[config.mk]
export PLATFORM = sky130hd
export DESIGN_NAME = fqpb_top
export DESIGN_NICKNAME = d
export VERILOG_FILES = /design/src/fqpb_rom.v /design/src/fqpb_top.v
export VERILOG_INCLUDE_DIRS = /design/src
export SDC_FILE = /design/constraint.sdc
export NUM_CORES = 1
export LEC_CHECK = 0
export BUFFER_PORTS_ARGS = -buffer_cell sky130_fd_sc_hd__buf_2
export CAP_MARGIN = 20
export CORE_MARGIN = 3
export CORE_UTILIZATION = 58
export CTS_BUF_LIST = sky130_fd_sc_hd__clkbuf_16
export CTS_CLUSTER_DIAMETER = 40
export DETAILED_ROUTE_END_ITERATION = 12
export GPL_TIMING_DRIVEN = 0
export PLACE_DENSITY = 0.86
export SYNTH_ARGS = -nofsm -noshare
export SYNTH_HDL_FRONTEND = slang
export SYNTH_SLANG_ARGS = --single-unit
[constraint.sdc]
create_clock -name core_clk -period 6.55 [get_ports core_clk]
set_input_delay 0.3275 -clock core_clk [delete_from_list [all_inputs] [get_ports core_clk]]
set_output_delay 0.3275 -clock core_clk [all_outputs]
set_load 0.01 [all_outputs]
[src/fqpb_defs.vh]
// Constants for the flash query protection and burst information table
`ifndef FQPB_DEFS_VH
`define FQPB_DEFS_VH

// ****************************************************************
// Widths
// ****************************************************************
`define FQPB_ADDR_W        8
`define FQPB_DATA_W        16
`define FQPB_IDX_W         4
`define FQPB_CMD_W         8
`define FQPB_CFG_W         3

// ****************************************************************
// Command codes
// ****************************************************************
`define FQPB_CMD_QUERY     8'h98
`define FQPB_CMD_ARRAY     8'hff
`define FQPB_CMD_SETCFG    8'h60

// ****************************************************************
// Query addresses
// ****************************************************************
`define FQPB_ADDR_PTR_LO   8'h15
`define FQPB_ADDR_PTR_HI   8'h16
`define FQPB_ADDR_LAST     8'hff
`define FQPB_BASE_PTR      8'h39
`define FQPB_REL_FIRST     8'h0e
`define FQPB_REL_LAST      8'h19
`define FQPB_REL_TO_IDX    8'h0c

// ****************************************************************
// Table entries, reserved bits already zero
// ****************************************************************
`define FQPB_VAL_PTR_LO    16'h0039
`define FQPB_VAL_PTR_HI    16'h0000
`define FQPB_VAL_PROT_CNT  16'h0001
`define FQPB_VAL_PROT_DESC 16'h0080
`define FQPB_VAL_PROT_LOC  16'h0000
`define FQPB_VAL_PROT_FACT 16'h0003
`define FQPB_VAL_PROT_USER 16'h0004
`define FQPB_VAL_PAGE      16'h0003
`define FQPB_VAL_SYNC_CNT  16'h0004
`define FQPB_VAL_SYNC_1    16'h0001
`define FQPB_VAL_SYNC_2    16'h0002
`define FQPB_VAL_SYNC_3    16'h0003
`define FQPB_VAL_SYNC_4    16'h0007
`define FQPB_VAL_REGIONS   16'h0002
`define FQPB_VAL_ZERO      16'h0000

// ****************************************************************
// Table indices
// ****************************************************************
`define FQPB_IDX_PTR_LO    4'h0
`define FQPB_IDX_PTR_HI    4'h1

// ****************************************************************
// Burst capability codes and reset values
// ****************************************************************
`define FQPB_CAP_MASK      16'h0007
`define FQPB_CAP_4         3'h1
`define FQPB_CAP_8         3'h2
`define FQPB_CAP_16        3'h3
`define FQPB_CAP_CONT      3'h7
`define FQPB_LEN_4         8'h03
`define FQPB_LEN_8         8'h07
`define FQPB_LEN_16        8'h0f
`define FQPB_LEN_SINGLE    8'h00
`define FQPB_CFG_RESET     3'h0

`endif

[src/fqpb_rom.v]
// Query table storage with registered read data
`include "fqpb_defs.vh"

module fqpb_rom (
	input  wire                      core_clk,
	input  wire                      rstn,
	input  wire                      rd_en,
	input  wire                      rd_hit,
	input  wire [`FQPB_IDX_W-1:0]    rd_idx,
	output reg  [`FQPB_DATA_W-1:0]   rd_q
);

	// ****************************************************************
	// Constant contents
	// ****************************************************************
	reg [`FQPB_DATA_W-1:0] word;

	always @* begin
		case (rd_idx)
			4'h0:    word = `FQPB_VAL_PTR_LO;
			4'h1:    word = `FQPB_VAL_PTR_HI;
			4'h2:    word = `FQPB_VAL_PROT_CNT;
			4'h3:    word = `FQPB_VAL_PROT_DESC;
			4'h4:    word = `FQPB_VAL_PROT_LOC;
			4'h5:    word = `FQPB_VAL_PROT_FACT;
			4'h6:    word = `FQPB_VAL_PROT_USER;
			4'h7:    word = `FQPB_VAL_PAGE;
			4'h8:    word = `FQPB_VAL_SYNC_CNT;
			4'h9:    word = `FQPB_VAL_SYNC_1 & `FQPB_CAP_MASK;
			4'ha:    word = `FQPB_VAL_SYNC_2 & `FQPB_CAP_MASK;
			4'hb:    word = `FQPB_VAL_SYNC_3 & `FQPB_CAP_MASK;
			4'hc:    word = `FQPB_VAL_SYNC_4 & `FQPB_CAP_MASK;
			4'hd:    word = `FQPB_VAL_REGIONS;
			default: word = `FQPB_VAL_ZERO;
		endcase
	end

	// ****************************************************************
	// Read register
	// ****************************************************************
	always @(posedge core_clk or negedge rstn) begin
		if (!rstn) begin
			rd_q <= `FQPB_VAL_ZERO;
		end else if (rd_en) begin
			// Misses and array mode read as zero
			rd_q <= rd_hit ? word : `FQPB_VAL_ZERO;
		end
	end

endmodule // fqpb_rom

[src/fqpb_top.v]
// Query table section for protection, page and burst capability words
`include "fqpb_defs.vh"

module fqpb_top (
	input  wire                      core_clk,
	input  wire                      rstn,
	input  wire                      cmd_valid,
	input  wire [`FQPB_CMD_W-1:0]    cmd_code,
	input  wire [`FQPB_DATA_W-1:0]   cmd_data,
	input  wire                      rd_req,
	input  wire                      rd_sync,
	input  wire [`FQPB_ADDR_W-1:0]   rd_addr,
	output wire                      rd_valid,
	output wire [`FQPB_DATA_W-1:0]   rd_data,
	output wire                      rd_last,
	output wire                      rd_ready,
	output wire                      query_mode,
	output wire                      burst_active,
	output wire [`FQPB_CFG_W-1:0]    burst_cfg
);

	// ****************************************************************
	// State codes
	// ****************************************************************
	localparam [1:0] MD_ARRAY = 2'b01;
	localparam [1:0] MD_QUERY = 2'b10;
	localparam [1:0] BS_IDLE  = 2'b01;
	localparam [1:0] BS_RUN   = 2'b10;

	// ****************************************************************
	// Declarations
	// ****************************************************************
	reg  [1:0]                mode_r;
	reg  [1:0]                mode_nxt;
	reg  [1:0]                bst_r;
	reg  [1:0]                bst_nxt;
	reg  [`FQPB_CFG_W-1:0]    cfg_r;
	reg  [`FQPB_CFG_W-1:0]    cfg_nxt;
	reg  [`FQPB_ADDR_W-1:0]   baddr_r;
	reg  [`FQPB_ADDR_W-1:0]   baddr_nxt;
	reg  [`FQPB_ADDR_W-1:0]   bcnt_r;
	reg  [`FQPB_ADDR_W-1:0]   bcnt_nxt;
	reg                       valid_r;
	reg                       last_r;
	reg                       last_nxt;
	reg                       qmode_r;
	reg                       qmode_nxt;
	reg                       bact_r;
	reg                       bact_nxt;
	reg                       valid_nxt;
	reg  [`FQPB_ADDR_W-1:0]   rem;
	reg                       hit;
	reg  [`FQPB_IDX_W-1:0]    idx;
	reg  [`FQPB_ADDR_W-1:0]   idx_wide;
	wire                      in_query;
	wire                      running;
	wire                      rd_take;
	wire                      issue;
	wire [`FQPB_ADDR_W-1:0]   cur_addr;
	wire [`FQPB_ADDR_W-1:0]   rel;

	// ****************************************************************
	// Burst length from capability code
	// ****************************************************************
	// Returns the number of words after the first one
	function [`FQPB_ADDR_W-1:0] fqpb_burst_rem;
		input [`FQPB_CFG_W-1:0]  code;
		input [`FQPB_ADDR_W-1:0] start;
		begin
			case (code)
				`FQPB_CAP_4:    fqpb_burst_rem = `FQPB_LEN_4;
				`FQPB_CAP_8:    fqpb_burst_rem = `FQPB_LEN_8;
				`FQPB_CAP_16:   fqpb_burst_rem = `FQPB_LEN_16;
				// Continuous runs up to the top of the address space
				`FQPB_CAP_CONT: fqpb_burst_rem = `FQPB_ADDR_LAST - start;
				default:        fqpb_burst_rem = `FQPB_LEN_SINGLE;
			endcase
		end
	endfunction

	// ****************************************************************
	// Mode control
	// ****************************************************************
	// Unknown codes leave the mode unchanged
	always @* begin
		mode_nxt = mode_r;
		if (cmd_valid) begin
			case (cmd_code)
				`FQPB_CMD_QUERY: mode_nxt = MD_QUERY;
				`FQPB_CMD_ARRAY: mode_nxt = MD_ARRAY;
				default:         mode_nxt = mode_r;
			endcase
		end
		// Fold any illegal code back to array mode
		case (mode_nxt)
			MD_ARRAY: mode_nxt = MD_ARRAY;
			MD_QUERY: mode_nxt = MD_QUERY;
			default:  mode_nxt = MD_ARRAY;
		endcase
	end

	// ****************************************************************
	// Burst configuration
	// ****************************************************************
	// Configuration keeps only the three code bits the host copies in
	always @* begin
		cfg_nxt = cfg_r;
		if (cmd_valid && (cmd_code == `FQPB_CMD_SETCFG)) begin
			cfg_nxt = cmd_data[`FQPB_CFG_W-1:0];
		end
	end

	// A read on the command edge still decodes with the old mode
	assign in_query = (mode_r == MD_QUERY);

	// ****************************************************************
	// Address selection and decode
	// ****************************************************************
	assign running  = (bst_r == BS_RUN);
	// Requests during a burst are dropped, the stream never stalls
	assign rd_take  = rd_req && !running;
	assign issue    = rd_take || running;
	assign cur_addr = running ? baddr_r : rd_addr;
	assign rel      = cur_addr - `FQPB_BASE_PTR;

	// ****************************************************************
	// Table decode
	// ****************************************************************
	// Pointer words sit at fixed addresses, the rest follow the pointer
	always @* begin
		hit      = 1'b0;
		idx      = `FQPB_IDX_PTR_LO;
		idx_wide = rel - `FQPB_REL_TO_IDX;
		if (cur_addr == `FQPB_ADDR_PTR_LO) begin
			hit = 1'b1;
			idx = `FQPB_IDX_PTR_LO;
		end else if (cur_addr == `FQPB_ADDR_PTR_HI) begin
			hit = 1'b1;
			idx = `FQPB_IDX_PTR_HI;
		end else if ((rel >= `FQPB_REL_FIRST) && (rel <= `FQPB_REL_LAST)) begin
			hit = 1'b1;
			idx = idx_wide[`FQPB_IDX_W-1:0];
		end
		// Outside query mode nothing of the table is visible
		hit = hit && in_query;
	end

	// ****************************************************************
	// Burst start
	// ****************************************************************
	// Array mode and plain reads never start a burst
	always @* begin
		rem = `FQPB_LEN_SINGLE;
		if (rd_take && rd_sync && in_query) begin
			rem = fqpb_burst_rem(cfg_r, rd_addr);
		end
	end

	// ****************************************************************
	// Burst sequencing
	// ****************************************************************
	// A fixed burst wraps at the top of the 8-bit query space
	always @* begin
		bst_nxt   = bst_r;
		baddr_nxt = baddr_r;
		bcnt_nxt  = bcnt_r;
		last_nxt  = 1'b0;
		case (bst_r)
			BS_IDLE: begin
				if (rd_take) begin
					baddr_nxt = rd_addr + 8'h01;
					bcnt_nxt  = rem;
					if (rem == `FQPB_LEN_SINGLE) begin
						last_nxt = 1'b1;
					end else begin
						bst_nxt = BS_RUN;
					end
				end
			end
			BS_RUN: begin
				baddr_nxt = baddr_r + 8'h01;
				// Count down the words still owed
				bcnt_nxt  = bcnt_r - 8'h01;
				if (bcnt_r == 8'h01) begin
					last_nxt = 1'b1;
					bst_nxt  = BS_IDLE;
				end
			end
			default: begin
				bst_nxt = BS_IDLE;
			end
		endcase
	end

	// ****************************************************************
	// Read return and status
	// ****************************************************************
	// Every issued word answers one cycle later, misses included
	always @* begin
		valid_nxt = issue;
		qmode_nxt = (mode_nxt == MD_QUERY);
		bact_nxt  = (bst_nxt == BS_RUN);
	end

	// ****************************************************************
	// Mode and configuration registers
	// ****************************************************************
	// The status copy follows the mode register edge for edge
	always @(posedge core_clk or negedge rstn) begin
		if (!rstn) begin
			mode_r  <= MD_ARRAY;
			cfg_r   <= `FQPB_CFG_RESET;
			qmode_r <= 1'b0;
		end else begin
			mode_r  <= mode_nxt;
			cfg_r   <= cfg_nxt;
			qmode_r <= qmode_nxt;
		end
	end

	// ****************************************************************
	// Burst registers
	// ****************************************************************
	// The status copy follows the burst state edge for edge
	always @(posedge core_clk or negedge rstn) begin
		if (!rstn) begin
			bst_r   <= BS_IDLE;
			baddr_r <= 8'h00;
			bcnt_r  <= 8'h00;
			bact_r  <= 1'b0;
		end else begin
			bst_r   <= bst_nxt;
			baddr_r <= baddr_nxt;
			bcnt_r  <= bcnt_nxt;
			bact_r  <= bact_nxt;
		end
	end

	// ****************************************************************
	// Read return registers
	// ****************************************************************
	always @(posedge core_clk or negedge rstn) begin
		if (!rstn) begin
			valid_r <= 1'b0;
			last_r  <= 1'b0;
		end else begin
			valid_r <= valid_nxt;
			last_r  <= last_nxt;
		end
	end

	// ****************************************************************
	// Table storage
	// ****************************************************************
	// Read data leave the table through its own output register
	fqpb_rom u_rom (
		.core_clk (core_clk),
		.rstn     (rstn),
		.rd_en    (issue),
		.rd_hit   (hit),
		.rd_idx   (idx),
		.rd_q     (rd_data)
	);

	// ****************************************************************
	// Handshake output
	// ****************************************************************
	// Combinational so that the host sees the end of a burst at once
	assign rd_ready     = !running;

	// ****************************************************************
	// Registered outputs
	// ****************************************************************
	assign rd_valid     = valid_r;
	assign rd_last      = last_r;
	assign query_mode   = qmode_r;
	assign burst_active = bact_r;
	assign burst_cfg    = cfg_r;

endmodule // fqpb_top

==> flow_summary_export.csv, run 1 <==
group,metric,value,unit
global_routing,grt_antenna_before_repair,0,
timing,setup_tns,0,ns
clock_network,clock_latency,0.28,ns
timing,finalSetupViolCount,0,
routing,antenna_left,0,
routing,wl_met3,497,µm
clock_network,numCtsBuffers,5,
die,dieArea,0.005188,mm²
routing,met1_length,2.775,mm
setup_path,r2r_slack,2.65,ns
placement,hpwlAfterDp,4.486,mm
setup_path,worstPathRequired,6.74,ns
timing,hold_viol,0,
yosys,netlist_area,0.002529,mm²
placement,numPortBuffers,36,
power_and_ir_drop,comb_power_share,0.362,
routing,met2_length,2.959,mm
routing,first_iter_violations,368,
yosys,yosys.area.top_type,"dfrtp_1",
yosys,synth.distinct_cells,65,
clock_network,clk_pin_slew,0.05,ns
finish,area_growth,16.33,%
global_routing,grt_overflow,0,
routing,vias_per_cell,6.237,
power_and_ir_drop,vdd_ir_drop_max,0.1884,mV
setup_path,startpoint,"bst_r[0]$_DFF_PN1_",
clock_network,cts.hold.buffers_added,0,
finish,fin_cells,396,
setup_path,crit_fanout,10,
timing,tightest_slew,0.8135,ns
timing,min_period_over_period,0.5950,
yosys,synth.avg_cell_area,8.601,µm²
setup_path,regToRegStartpoint,"bst_r[0]$_DFF_PN1_",
routing,dr.max_layer_used,"met4",
setup_path,crit_path_start_kind,"flip-flop",
yosys,ys_warn_count,0,
yosys,synth_enable_flop_cells,0,
clock_network,cts_tree,"yes",
timing,finalMaxSlewViolations,0,
power_and_ir_drop,power_frac_clock,0.273,
yosys,yosysMostFrequentCell,"dfrtp_1",
clock_network,htree_levels,2,
die,initial_core_util,0.6145,
finish,layout-drive-gt1-share,0.2370,
clock_network,cts_resized,0,
clock_network,cts_sinks,31,
global_routing,grt_pass1_vias,2247,
run_status,status,"finished, final reports clean",
die,die_x,72.03,µm
yosys,synth-seq-cells,31,
finish,diodes,0,
timing,min_period,3.897,ns
finish,nNetsFinal,394,
power_and_ir_drop,p_int,0.4985,mW
die,rows,23,
placement,gp_congestion,0.8869,
clock_network,cts_root_buffer,"clkbuf_16",
setup_path,arrival,4.09,ns
yosys,postSynthCellCount,294,
global_routing,grt_max_degree,32,
timing,slew_headroom,0.4527,
power_and_ir_drop,seq_power_share,0.364,
routing,vias,2470,
yosys,ys_top_cells_by_area,"dfrtp_1 (29%), ha_1 (5.9%), a21oi_1 (5.1%), o21ai_0 (4.6%), nor2_1 (4.2%)",
setup_path,r2r_end,"u_rom.rd_q[2]$_DFFE_PN0P_",
global_routing,grt_use_total,0.2654,
clock_network,cts_max_path_buffers,2,
die,die-height,72.03,µm
yosys,synthFlopType,"dfrtp_1",
power_and_ir_drop,power.leakage,1.337,nW
die,core,0.004115,mm²
die,ios,61,
power_and_ir_drop,switchingPower,0.3229,mW
global_routing,grt_pass1_wl,10.84,mm
setup_path,endpoint,"u_rom.rd_q[2]$_DFFE_PN0P_",
min_path,hold_path_class,"input pin to async pin",
routing,wl_per_cell,16.24,µm
yosys,synth_top_area_frac,0.2870,
routing,drt_wl_total,6.433,mm
routing,drt-pass1-iter-count,5,
setup_path,crit_type,"flip-flop to flip-flop",
placement,dp_cells,388,
setup_path,worstSetupEndpointType,"flip-flop",
timing,rsz0062_at_grt,"false",
yosys,synth_async_sr_flop_share,1.000,
clock_network,cts_setup_buffers,0,
yosys,yosysSeqAreaShare,0.3078,
yosys,synth_common_cells,"dfrtp_1 (29), nor2_1 (28), a21oi_1 (26), o21ai_0 (23), inv_1 (18)",
timing,fmax,256.6,MHz
timing,fin_skew,0.003778,ns
power_and_ir_drop,powerDensity,279.2,mW/mm²
power_and_ir_drop,switching_share,0.3931,
setup_path,r2r_cells,14,
routing,remaining_drc_errors,0,
flow_run,cap_violations,0,
## through the flow
stage / setup slack (ns) / hold slack (ns) / area [µm²] / total power [mW] / util
after floorplan: 3.204 / 0.03191 / 2559 / 0.5071 / -
after global placement: 2.848 / 0.4074 / 2801 / 0.5724 / 0.6808
after detailed placement: 2.751 / 0.4166 / 2801 / 0.5845 / 0.6808
after CTS: 2.696 / 0.1233 / 2942 / 0.8142 / 0.7148
after global routing: 2.325 / 0.1515 / 2942 / 0.8663 / 0.7148
final: 2.653 / 0.08553 / 2942 / 0.8214 / 0.7148
## cell type report
class | count | area, µm²
plain buffers | 25 | 187.7
clock buffers | 5 | 125.1
clock inverters | 3 | 15.01
fillers | 325 | 1174
inverters | 19 | 71.32
multi-input cells | 227 | 1521
flip-flops and latches | 31 | 778.2
well taps | 50 | 62.56
repair buffers | 36 | 180.2
## routing by layer
metal,global-route usage,up-vias
met1,0.3563,1148
met3,0.05402,31
met2,0.4092,136
met4,0.1294,0
li1,-,1155
met5,0,-
## critical path: stages, from the launching register on
cell      delay [ns]
dfstp_2         0.55
inv_1           0.05
ha_1            0.27
buf_6           0.18
mux2i_1         0.40
ha_1            0.35
xor2_1          0.57
inv_1           0.10
ha_1            0.21
a21oi_1         0.11
a21oi_1         0.05
mux2_2          0.33
nor3b_4         0.30
nand3b_2        0.14
o31ai_2         0.20
## layout by cell type (no fill, tap or decap), types with 5 or more instances in the layout
master | synthesis | layout
mux2_2 | 5 | 5
buf_4 | 11 | 11
a21oi_1 | 26 | 26
inv_1 | 18 | 18
ha_1 | 12 | 12
mux2i_1 | 5 | 5
nor3_1 | 8 | 8
nor2_1 | 28 | 28
clkbuf_1 | 7 | 7
buf_2 | 1 | 37
xnor2_1 | 11 | 11
nand2_1 | 15 | 15
dfrtp_1 | 29 | 29
o21ai_0 | 23 | 23
clkbuf_16 | 0 | 5
nand4_1 | 10 | 10
nand3_1 | 5 | 5
conb_1 | 1 | 9
## flip-flops by register name, indices dropped and copies added, names as in the netlist
register	count
baddr_r	8
bcnt_r	8
bst_r	2
burst_active	1
burst_cfg	3
mode_r	2
rd_last	1
rd_valid	1
u_rom.rd_q	5
## cells by family after synthesis
| logic type | after synthesis | synth area share |
|---|---|---|
| compound gates | 84 | 0.2202 |
| xor+xnor | 14 | 0.04849 |
| fa+ha+maj | 12 | 0.05937 |
| buf+inv | 44 | 0.1024 |
| flops | 31 | 0.3078 |
| mux | 11 | 0.04750 |
| other cells | 1 | 0.001483 |
| simple gates | 97 | 0.2128 |
## power by group through the flow
stage | clock network (mW) | registers (mW) | logic (mW)
5_1_grt | 0.234 | 0.305 | 0.328
3_3_place_gp | 0 | 0.296 | 0.276
4_1_cts | 0.226 | 0.296 | 0.292
6_report | 0.224 | 0.299 | 0.298
2_1_floorplan | 0 | 0.286 | 0.221
3_5_place_dp | 0 | 0.298 | 0.286
## how the worst min path moves through the flow
stage	from	to	slack, ns	cells after the start
global placement	rstn	baddr_r[2]$_DFFE_PN0P_	0.41	1
finish	rstn	baddr_r[5]$_DFFE_PN0P_	0.09	1
global route	rstn	baddr_r[5]$_DFFE_PN0P_	0.15	1
detailed placement	rstn	baddr_r[2]$_DFFE_PN0P_	0.42	1
CTS	rstn	baddr_r[2]$_DFFE_PN0P_	0.12	1
floorplan	rstn	baddr_r[0]$_DFFE_PN0P_	0.03	0
(Power assumes the default switching activity.)
==> run 2: changes to the inputs <==
CORE_UTILIZATION = 54   (was 58)
PLACE_DENSITY = 0.8   (was 0.86)
clock period = 3.8 ns   (was 6.55 ns; I/O delays follow)
==> run 2 against run 1 <==
Effect of this change: the flow now finishes with violations (negative hold slack); non-clock buffer count did not move; worst setup slack got worse by 2.4 ns; largest cell class unchanged; count of clock-buffer cells in the layout did not move.
==> flow_summary_export.csv, run 2 (synthesis gave the netlist of run 1 again) <==
group,metric,value,unit
run_status,status,"finished, violations left",
run_status,violations,"negative hold slack",
global_routing,grt_use_total,0.2445,
routing,drt_wl_total,6.416,mm
die,die_x,74.43,µm
clock_network,cts_max_path_buffers,2,
finish,layout_common_cells,"buf_2 (37), dfrtp_1 (29), nor2_1 (28)",
setup_path,startpoint,"bst_r[0]$_DFF_PN1_",
clock_network,cts_tree,"yes",
finish,layout_commonest_cell,"buf_2",
timing,setup_tns,0,ns
finish,fill_cells,374,
placement,place_area,0.002804,mm²
finish,layout-drive-gt1-share,0.2406,
global_routing,grt_overflow,0,
die,die-height,74.43,µm
setup_path,r2r_cells,14,
routing,vias_per_cell,6.083,
power_and_ir_drop,vdd_ir_drop_max,0.3482,mV
flow_run,cap_violations,0,
routing,remaining_drc_errors,0,
clock_network,cts_root_buffer,"clkbuf_16",
timing,fin_skew,0.004382,ns
setup_path,crit_fanout,10,
routing,wl_per_cell,16.16,µm
routing,drt-pass1-iter-count,7,
placement,gp_congestion,0.9468,
clock_network,htree_levels,2,
setup_path,crit_type,"flip-flop to flip-flop",
die,rows,24,
clock_network,clock_latency,0.27,ns
finish,diodes,0,
timing,hold_viol,29,
finish,regArea,778.2,µm²
timing,setup_ws,0.2414,ns
global_routing,grt_pass1_vias,2309,
die,dieArea,0.005540,mm²
setup_path,r2r_end,"u_rom.rd_q[2]$_DFFE_PN0P_",
setup_path,crit_path_start_kind,"flip-flop",
timing,min_period,3.559,ns
timing,rsz0062_at_grt,"false",
routing,vias,2415,
finish,nNetsFinal,394,
global_routing,grt_max_degree,32,
finish,multiInputGateArea,0.001548,mm²
setup_path,worstSetupEndpointType,"flip-flop",
die,initial_core_util,0.5690,
routing,antenna_left,0,
finish,postLayoutCellArea,0.002964,mm²
timing,fmax,281.0,MHz
power_and_ir_drop,powerDensity,474.6,mW/mm²
finish,reg_top3,"baddr_r (8), bcnt_r (8), u_rom.rd_q (5)",
die,core,0.004444,mm²
setup_path,r2r_slack,0.24,ns
die,ios,61,
finish,area_growth,17.22,%
setup_path,worstPathRequired,3.98,ns
setup_path,arrival,3.74,ns
clock_network,numCtsBuffers,5,
timing,hold_ws,-0.02210,ns
timing,finalMaxSlewViolations,0,
placement,pre_cts_ws,-0.02627,ns
placement,numPortBuffers,36,
min_path,hold_path_class,"input pin to async pin",
global_routing,grt_pass1_wl,10.49,mm
timing,slew_headroom,0.4214,
placement,hpwlAfterDp,4.546,mm
global_routing,grt_antenna_before_repair,0,
clock_network,cts_setup_buffers,0,
timing,min_period_over_period,0.9365,
timing,finalSetupViolCount,0,
clock_network,clk_pin_slew,0.05,ns
setup_path,regToRegStartpoint,"bst_r[0]$_DFF_PN1_",
routing,first_iter_violations,287,
timing,tightest_slew,0.8438,ns
clock_network,cts_sinks,31,
power_and_ir_drop,power.leakage,1.339,nW
-- run 2: cell types whose count changed in the layout (fill, tap and decap cells not counted) --
cell      previous run  this run
xor2_4               0         1
mux2i_1              5         3
clkinv_2             3         1
mux2i_2              1         3
xor2_1               3         2
clkinv_1             0         1
-- run 2: critical path, stage by stage (launching register included) --
cell and delay, ns:
dfstp_2 0.55, inv_1 0.05, ha_1 0.26, buf_6 0.17, mux2i_2 0.35, ha_1 0.42, xor2_4 0.30, inv_1 0.07
ha_1 0.19, a21oi_1 0.14, a21oi_1 0.05, mux2_2 0.32, nor3b_4 0.29, nand3b_2 0.13, o31ai_2 0.18
-- run 2: metrics by stage --
step	cells	power, mW	util
after floorplan	302	0.8741	-
after global placement	390	0.9955	0.6309
after detailed placement	390	1.015	0.6309
after CTS	397	1.393	0.6627
after global routing	397	1.502	0.6669
final	397	1.407	0.6669
-- run 2: layout make-up --
cell class	count	area share
Clock buffer	5	0.04221
Buffer	25	0.06332
Inverter	19	0.02406
Multi-Input combinational cell	227	0.5222
Clock inverter	2	0.002955
Sequential cell	31	0.2626
Tap cell	52	0.02195
Timing Repair Buffer	36	0.06079
-- run 2: how the worst max path moves through the flow --
| stage | endpoint | slack [ns] | depth (start not counted) |
|---|---|---|---|
| 3_3_place_gp | u_rom.rd_q[2]$_DFFE_PN0P_ | 0.06 | 14 |
| 2_1_floorplan | u_rom.rd_q[2]$_DFFE_PN0P_ | 0.45 | 14 |
| 6_report | u_rom.rd_q[2]$_DFFE_PN0P_ | 0.24 | 14 |
| 5_1_grt | u_rom.rd_q[2]$_DFFE_PN0P_ | 0.04 | 14 |
| 3_5_place_dp | u_rom.rd_q[2]$_DFFE_PN0P_ | -0.03 | 14 |
| 4_1_cts | u_rom.rd_q[2]$_DFFE_PN0P_ | 0.13 | 14 |
-- run 2: where the power goes --
group,leakage [nW],switching [mW],internal (mW),total (mW)
clock network,0.0671,0.138,0.235,0.373
registers,0.394,0.0947,0.422,0.517
logic,0.878,0.316,0.202,0.517
-- run 2: repair_timing --
item | in CTS | in global routing
gates cloned | 0 | 0
endpoints found under the setup margin | 3 | 5
hold buffers | 0 | 0
gates resized for setup | 1 | 3
-- run 2: layer usage --
layer	up-vias	share of wire	routed length (µm)	global-route usage
met5	-	0	0	0
li1	1153	-	-	-
met4	0	0.017	107	0.08498
met1	1148	0.43	2785	0.3089
met3	14	0.069	443	0.05000
met2	100	0.48	3080	0.4146
==> run 3: changes to the inputs <==
--- a/config.mk
+++ b/config.mk
@@ -15,5 +15,5 @@
 export DETAILED_ROUTE_END_ITERATION = 12
 export GPL_TIMING_DRIVEN = 0
-export PLACE_DENSITY = 0.8
+export PLACE_DENSITY = 0.88
 export SYNTH_ARGS = -nofsm -noshare
 export SYNTH_HDL_FRONTEND = slang
==> constraint.sdc (replaced) <==
create_clock -name core_clk -period 3.8 [get_ports core_clk]
set_input_delay 0.76 -clock core_clk [delete_from_list [all_inputs] [get_ports core_clk]]
set_output_delay 0.76 -clock core_clk [all_outputs]
set_load 0.01 [all_outputs]
==> run 3 against run 2 <==
Effect of this change: the flow now finishes without violations; power rose by 7.2%; worst hold slack improved by 0.53 ns; non-clock buffer count did not move; clock skew barely moved; clock power rose by 27%; combinational power barely moved; critical path depth fell by 2; sequential power barely moved; fmax rose by 0.20%; register-to-register slack barely moved; via count rose by 2.8%; utilization rose by 0.84 points; critical endpoint unchanged; largest power group is now combinational cells.
==> flow_summary_export.csv, run 3 (synthesis gave the netlist of run 1 again) <==
group,metric,value,unit
run_status,status,"finished, final reports clean",
finish,multiInputGateArea,0.001550,mm²
global_routing,grt_pass1_wl,11.38,mm
routing,antenna_left,0,
setup_path,crit_type,"flip-flop to flip-flop",
die,die-height,74.43,µm
timing,finalMaxSlewViolations,0,
routing,first_iter_violations,237,
clock_network,cts_tree,"yes",
routing,vias_per_cell,6.236,
routing,wl_met3,568,µm
setup_path,cp_cell_sequence,"inv_1 > ha_1 > buf_6 > mux2i_2 > ha_2 > nand2b_1 > and3_1 > nor4_1 > mux2_2 > nor3b_4 > nand3b_2 > o31ai_2",
timing,finalSetupViolCount,0,
placement,numPortBuffers,36,
global_routing,grt_pass1_vias,2414,
finish,regArea,778.2,µm²
setup_path,cpMaxStageDelayCell,"dfstp_2",
timing,slew_headroom,0.4463,
setup_path,regToRegStartpoint,"bst_r[0]$_DFF_PN1_",
power_and_ir_drop,power.leakage,1.354,nW
routing,drt_wl_total,6.875,mm
finish,fill_cells,360,
routing,drt-pass1-iter-count,5,
finish,area_growth,18.70,%
die,initial_core_util,0.5690,
finish,diodes,0,
setup_path,slowest_delay,0.55,ns
flow_run,cap_violations,0,
finish,layout_common_cells,"buf_2 (37), dfrtp_1 (29), nor2_1 (28)",
timing,hold_viol,0,
clock_network,numCtsBuffers,5,
clock_network,cts.hold.buffers_added,0,
clock_network,clk_pin_slew,0.06,ns
min_path,hold_start,"u_rom.rd_q[7]$_DFFE_PN0P_",
power_and_ir_drop,vdd_ir_drop_max,0.4268,mV
die,ios,61,
global_routing,grt_max_degree,32,
die,die_x,74.43,µm
timing,tightest_slew,0.8075,ns
timing,hold_ws,0.5036,ns
finish,postLayoutCellArea,0.003002,mm²
clock_network,cts_root_buffer,"clkbuf_16",
finish,layout-drive-gt1-share,0.2486,
routing,remaining_drc_errors,0,
global_routing,grt_antenna_before_repair,0,
routing,vias,2482,
power_and_ir_drop,powerDensity,502.7,mW/mm²
setup_path,startpoint,"bst_r[0]$_DFF_PN1_",
setup_path,worstSetupEndpointType,"flip-flop",
clock_network,cts_max_path_buffers,2,
timing,fin_skew,0.004613,ns
clock_network,cts_sinks,31,
finish,utilization,0.6754,
routing,dr.max_layer_used,"met4",
power_and_ir_drop,p_total,1.509,mW
setup_path,worst-path-buf-inv,2,
placement,place_area,0.002804,mm²
routing,met1_length,2.674,mm
routing,wl_per_cell,17.27,µm
placement,pre_cts_ws,-0.07162,ns
die,rows,24,
placement,gp_congestion,0.9110,
finish,nNetsFinal,394,
global_routing,grt_use_total,0.2701,
setup_path,crit_family,"simple AND/OR/NAND/NOR gates",
setup_path,worstPathRequired,4.00,ns
clock_network,cts_setup_buffers,0,
timing,min_period_over_period,0.9346,
finish,layout_commonest_cell,"buf_2",
routing,met2_length,3.422,mm
clock_network,clock_latency,0.29,ns
die,dieArea,0.005540,mm²
timing,min_period,3.551,ns
min_path,hold_path_class,"flip-flop to flip-flop",
setup_path,crit_fanout,10,
setup_path,crit_path_start_kind,"flip-flop",
timing,setup_ws,0.2486,ns
die,core,0.004444,mm²
timing,fmax,281.6,MHz
finish,reg_top3,"baddr_r (8), bcnt_r (8), u_rom.rd_q (5)",
clock_network,htree_levels,2,
global_routing,grt_overflow,0,
timing,rsz0062_at_grt,"false",
setup_path,arrival,3.75,ns
placement,hpwlAfterDp,4.900,mm
run 3: cell count changes in the layout (fill, tap and decap cells not counted):
cell,previous run,this run
bufinv_16,0,1
clkinv_1,1,0
clkinv_4,0,1
ha_1,12,11
ha_2,0,1
run 3: path summary, 6_finish.rpt:
path | end | slack (ns) | depth (start not counted)
worst max-delay path | u_rom.rd_q[2]$_DFFE_PN0P_ | 0.25 | 12
worst min-delay path | u_rom.rd_q[7]$_DFFE_PN0P_ | 0.50 | 2
worst max register to register | u_rom.rd_q[2]$_DFFE_PN0P_ | 0.25 | 12
worst min register to register | u_rom.rd_q[7]$_DFFE_PN0P_ | 0.50 | 2
max in group asynchronous | rd_valid$_DFF_PN0_ | 2.80 | 1
min in group asynchronous | baddr_r[6]$_DFFE_PN0P_ | 0.53 | 1
run 3: report_power, final:
part	switching [mW]	leakage, nW	internal [mW]	total (mW)
registers	0.0955	0.394	0.422	0.517
logic	0.317	0.876	0.201	0.519
clock network	0.163	0.0838	0.309	0.473
total	0.576	1.35	0.933	1.51
run 3: area by class of cell:
class / instances / share of cell area
flip-flops and latches: 31 / 0.2593
plain buffers: 25 / 0.06253
inverters: 19 / 0.02376
repair buffers: 36 / 0.06003
multi-input cells: 227 / 0.5165
clock inverters: 3 / 0.01459
clock buffers: 5 / 0.04168
well taps: 52 / 0.02168
run 3: timing repair:
item | in CTS | in global routing
endpoints found under the hold margin | 0 | 0
setup endpoints to repair | 5 | 5
gates resized for setup | 1 | 4
run 3: worst min-delay path: cells and delay by family (launching register included):
| kind | cells | cell delay [ns] |
|---|---|---|
| flops | 1 | 0.34 |
| compound gates | 1 | 0.07 |
| simple gates | 1 | 0.05 |
run 3: through the flow:
| step | TNS, ns | cells |
|---|---|---|
| 2_1_floorplan | 0 | 302 |
| 3_3_place_gp | 0 | 390 |
| 3_5_place_dp | -0.1415 | 390 |
| 4_1_cts | 0 | 398 |
| 5_1_grt | 0 | 398 |
| 6_report | 0 | 398 |
run 3: layer usage:
metal / vias to the layer above / global-route usage
met5: - / 0
met4: 0 / 0.1304
met3: 22 / 0.05946
met2: 140 / 0.4390
met1: 1164 / 0.3398
li1: 1156 / -
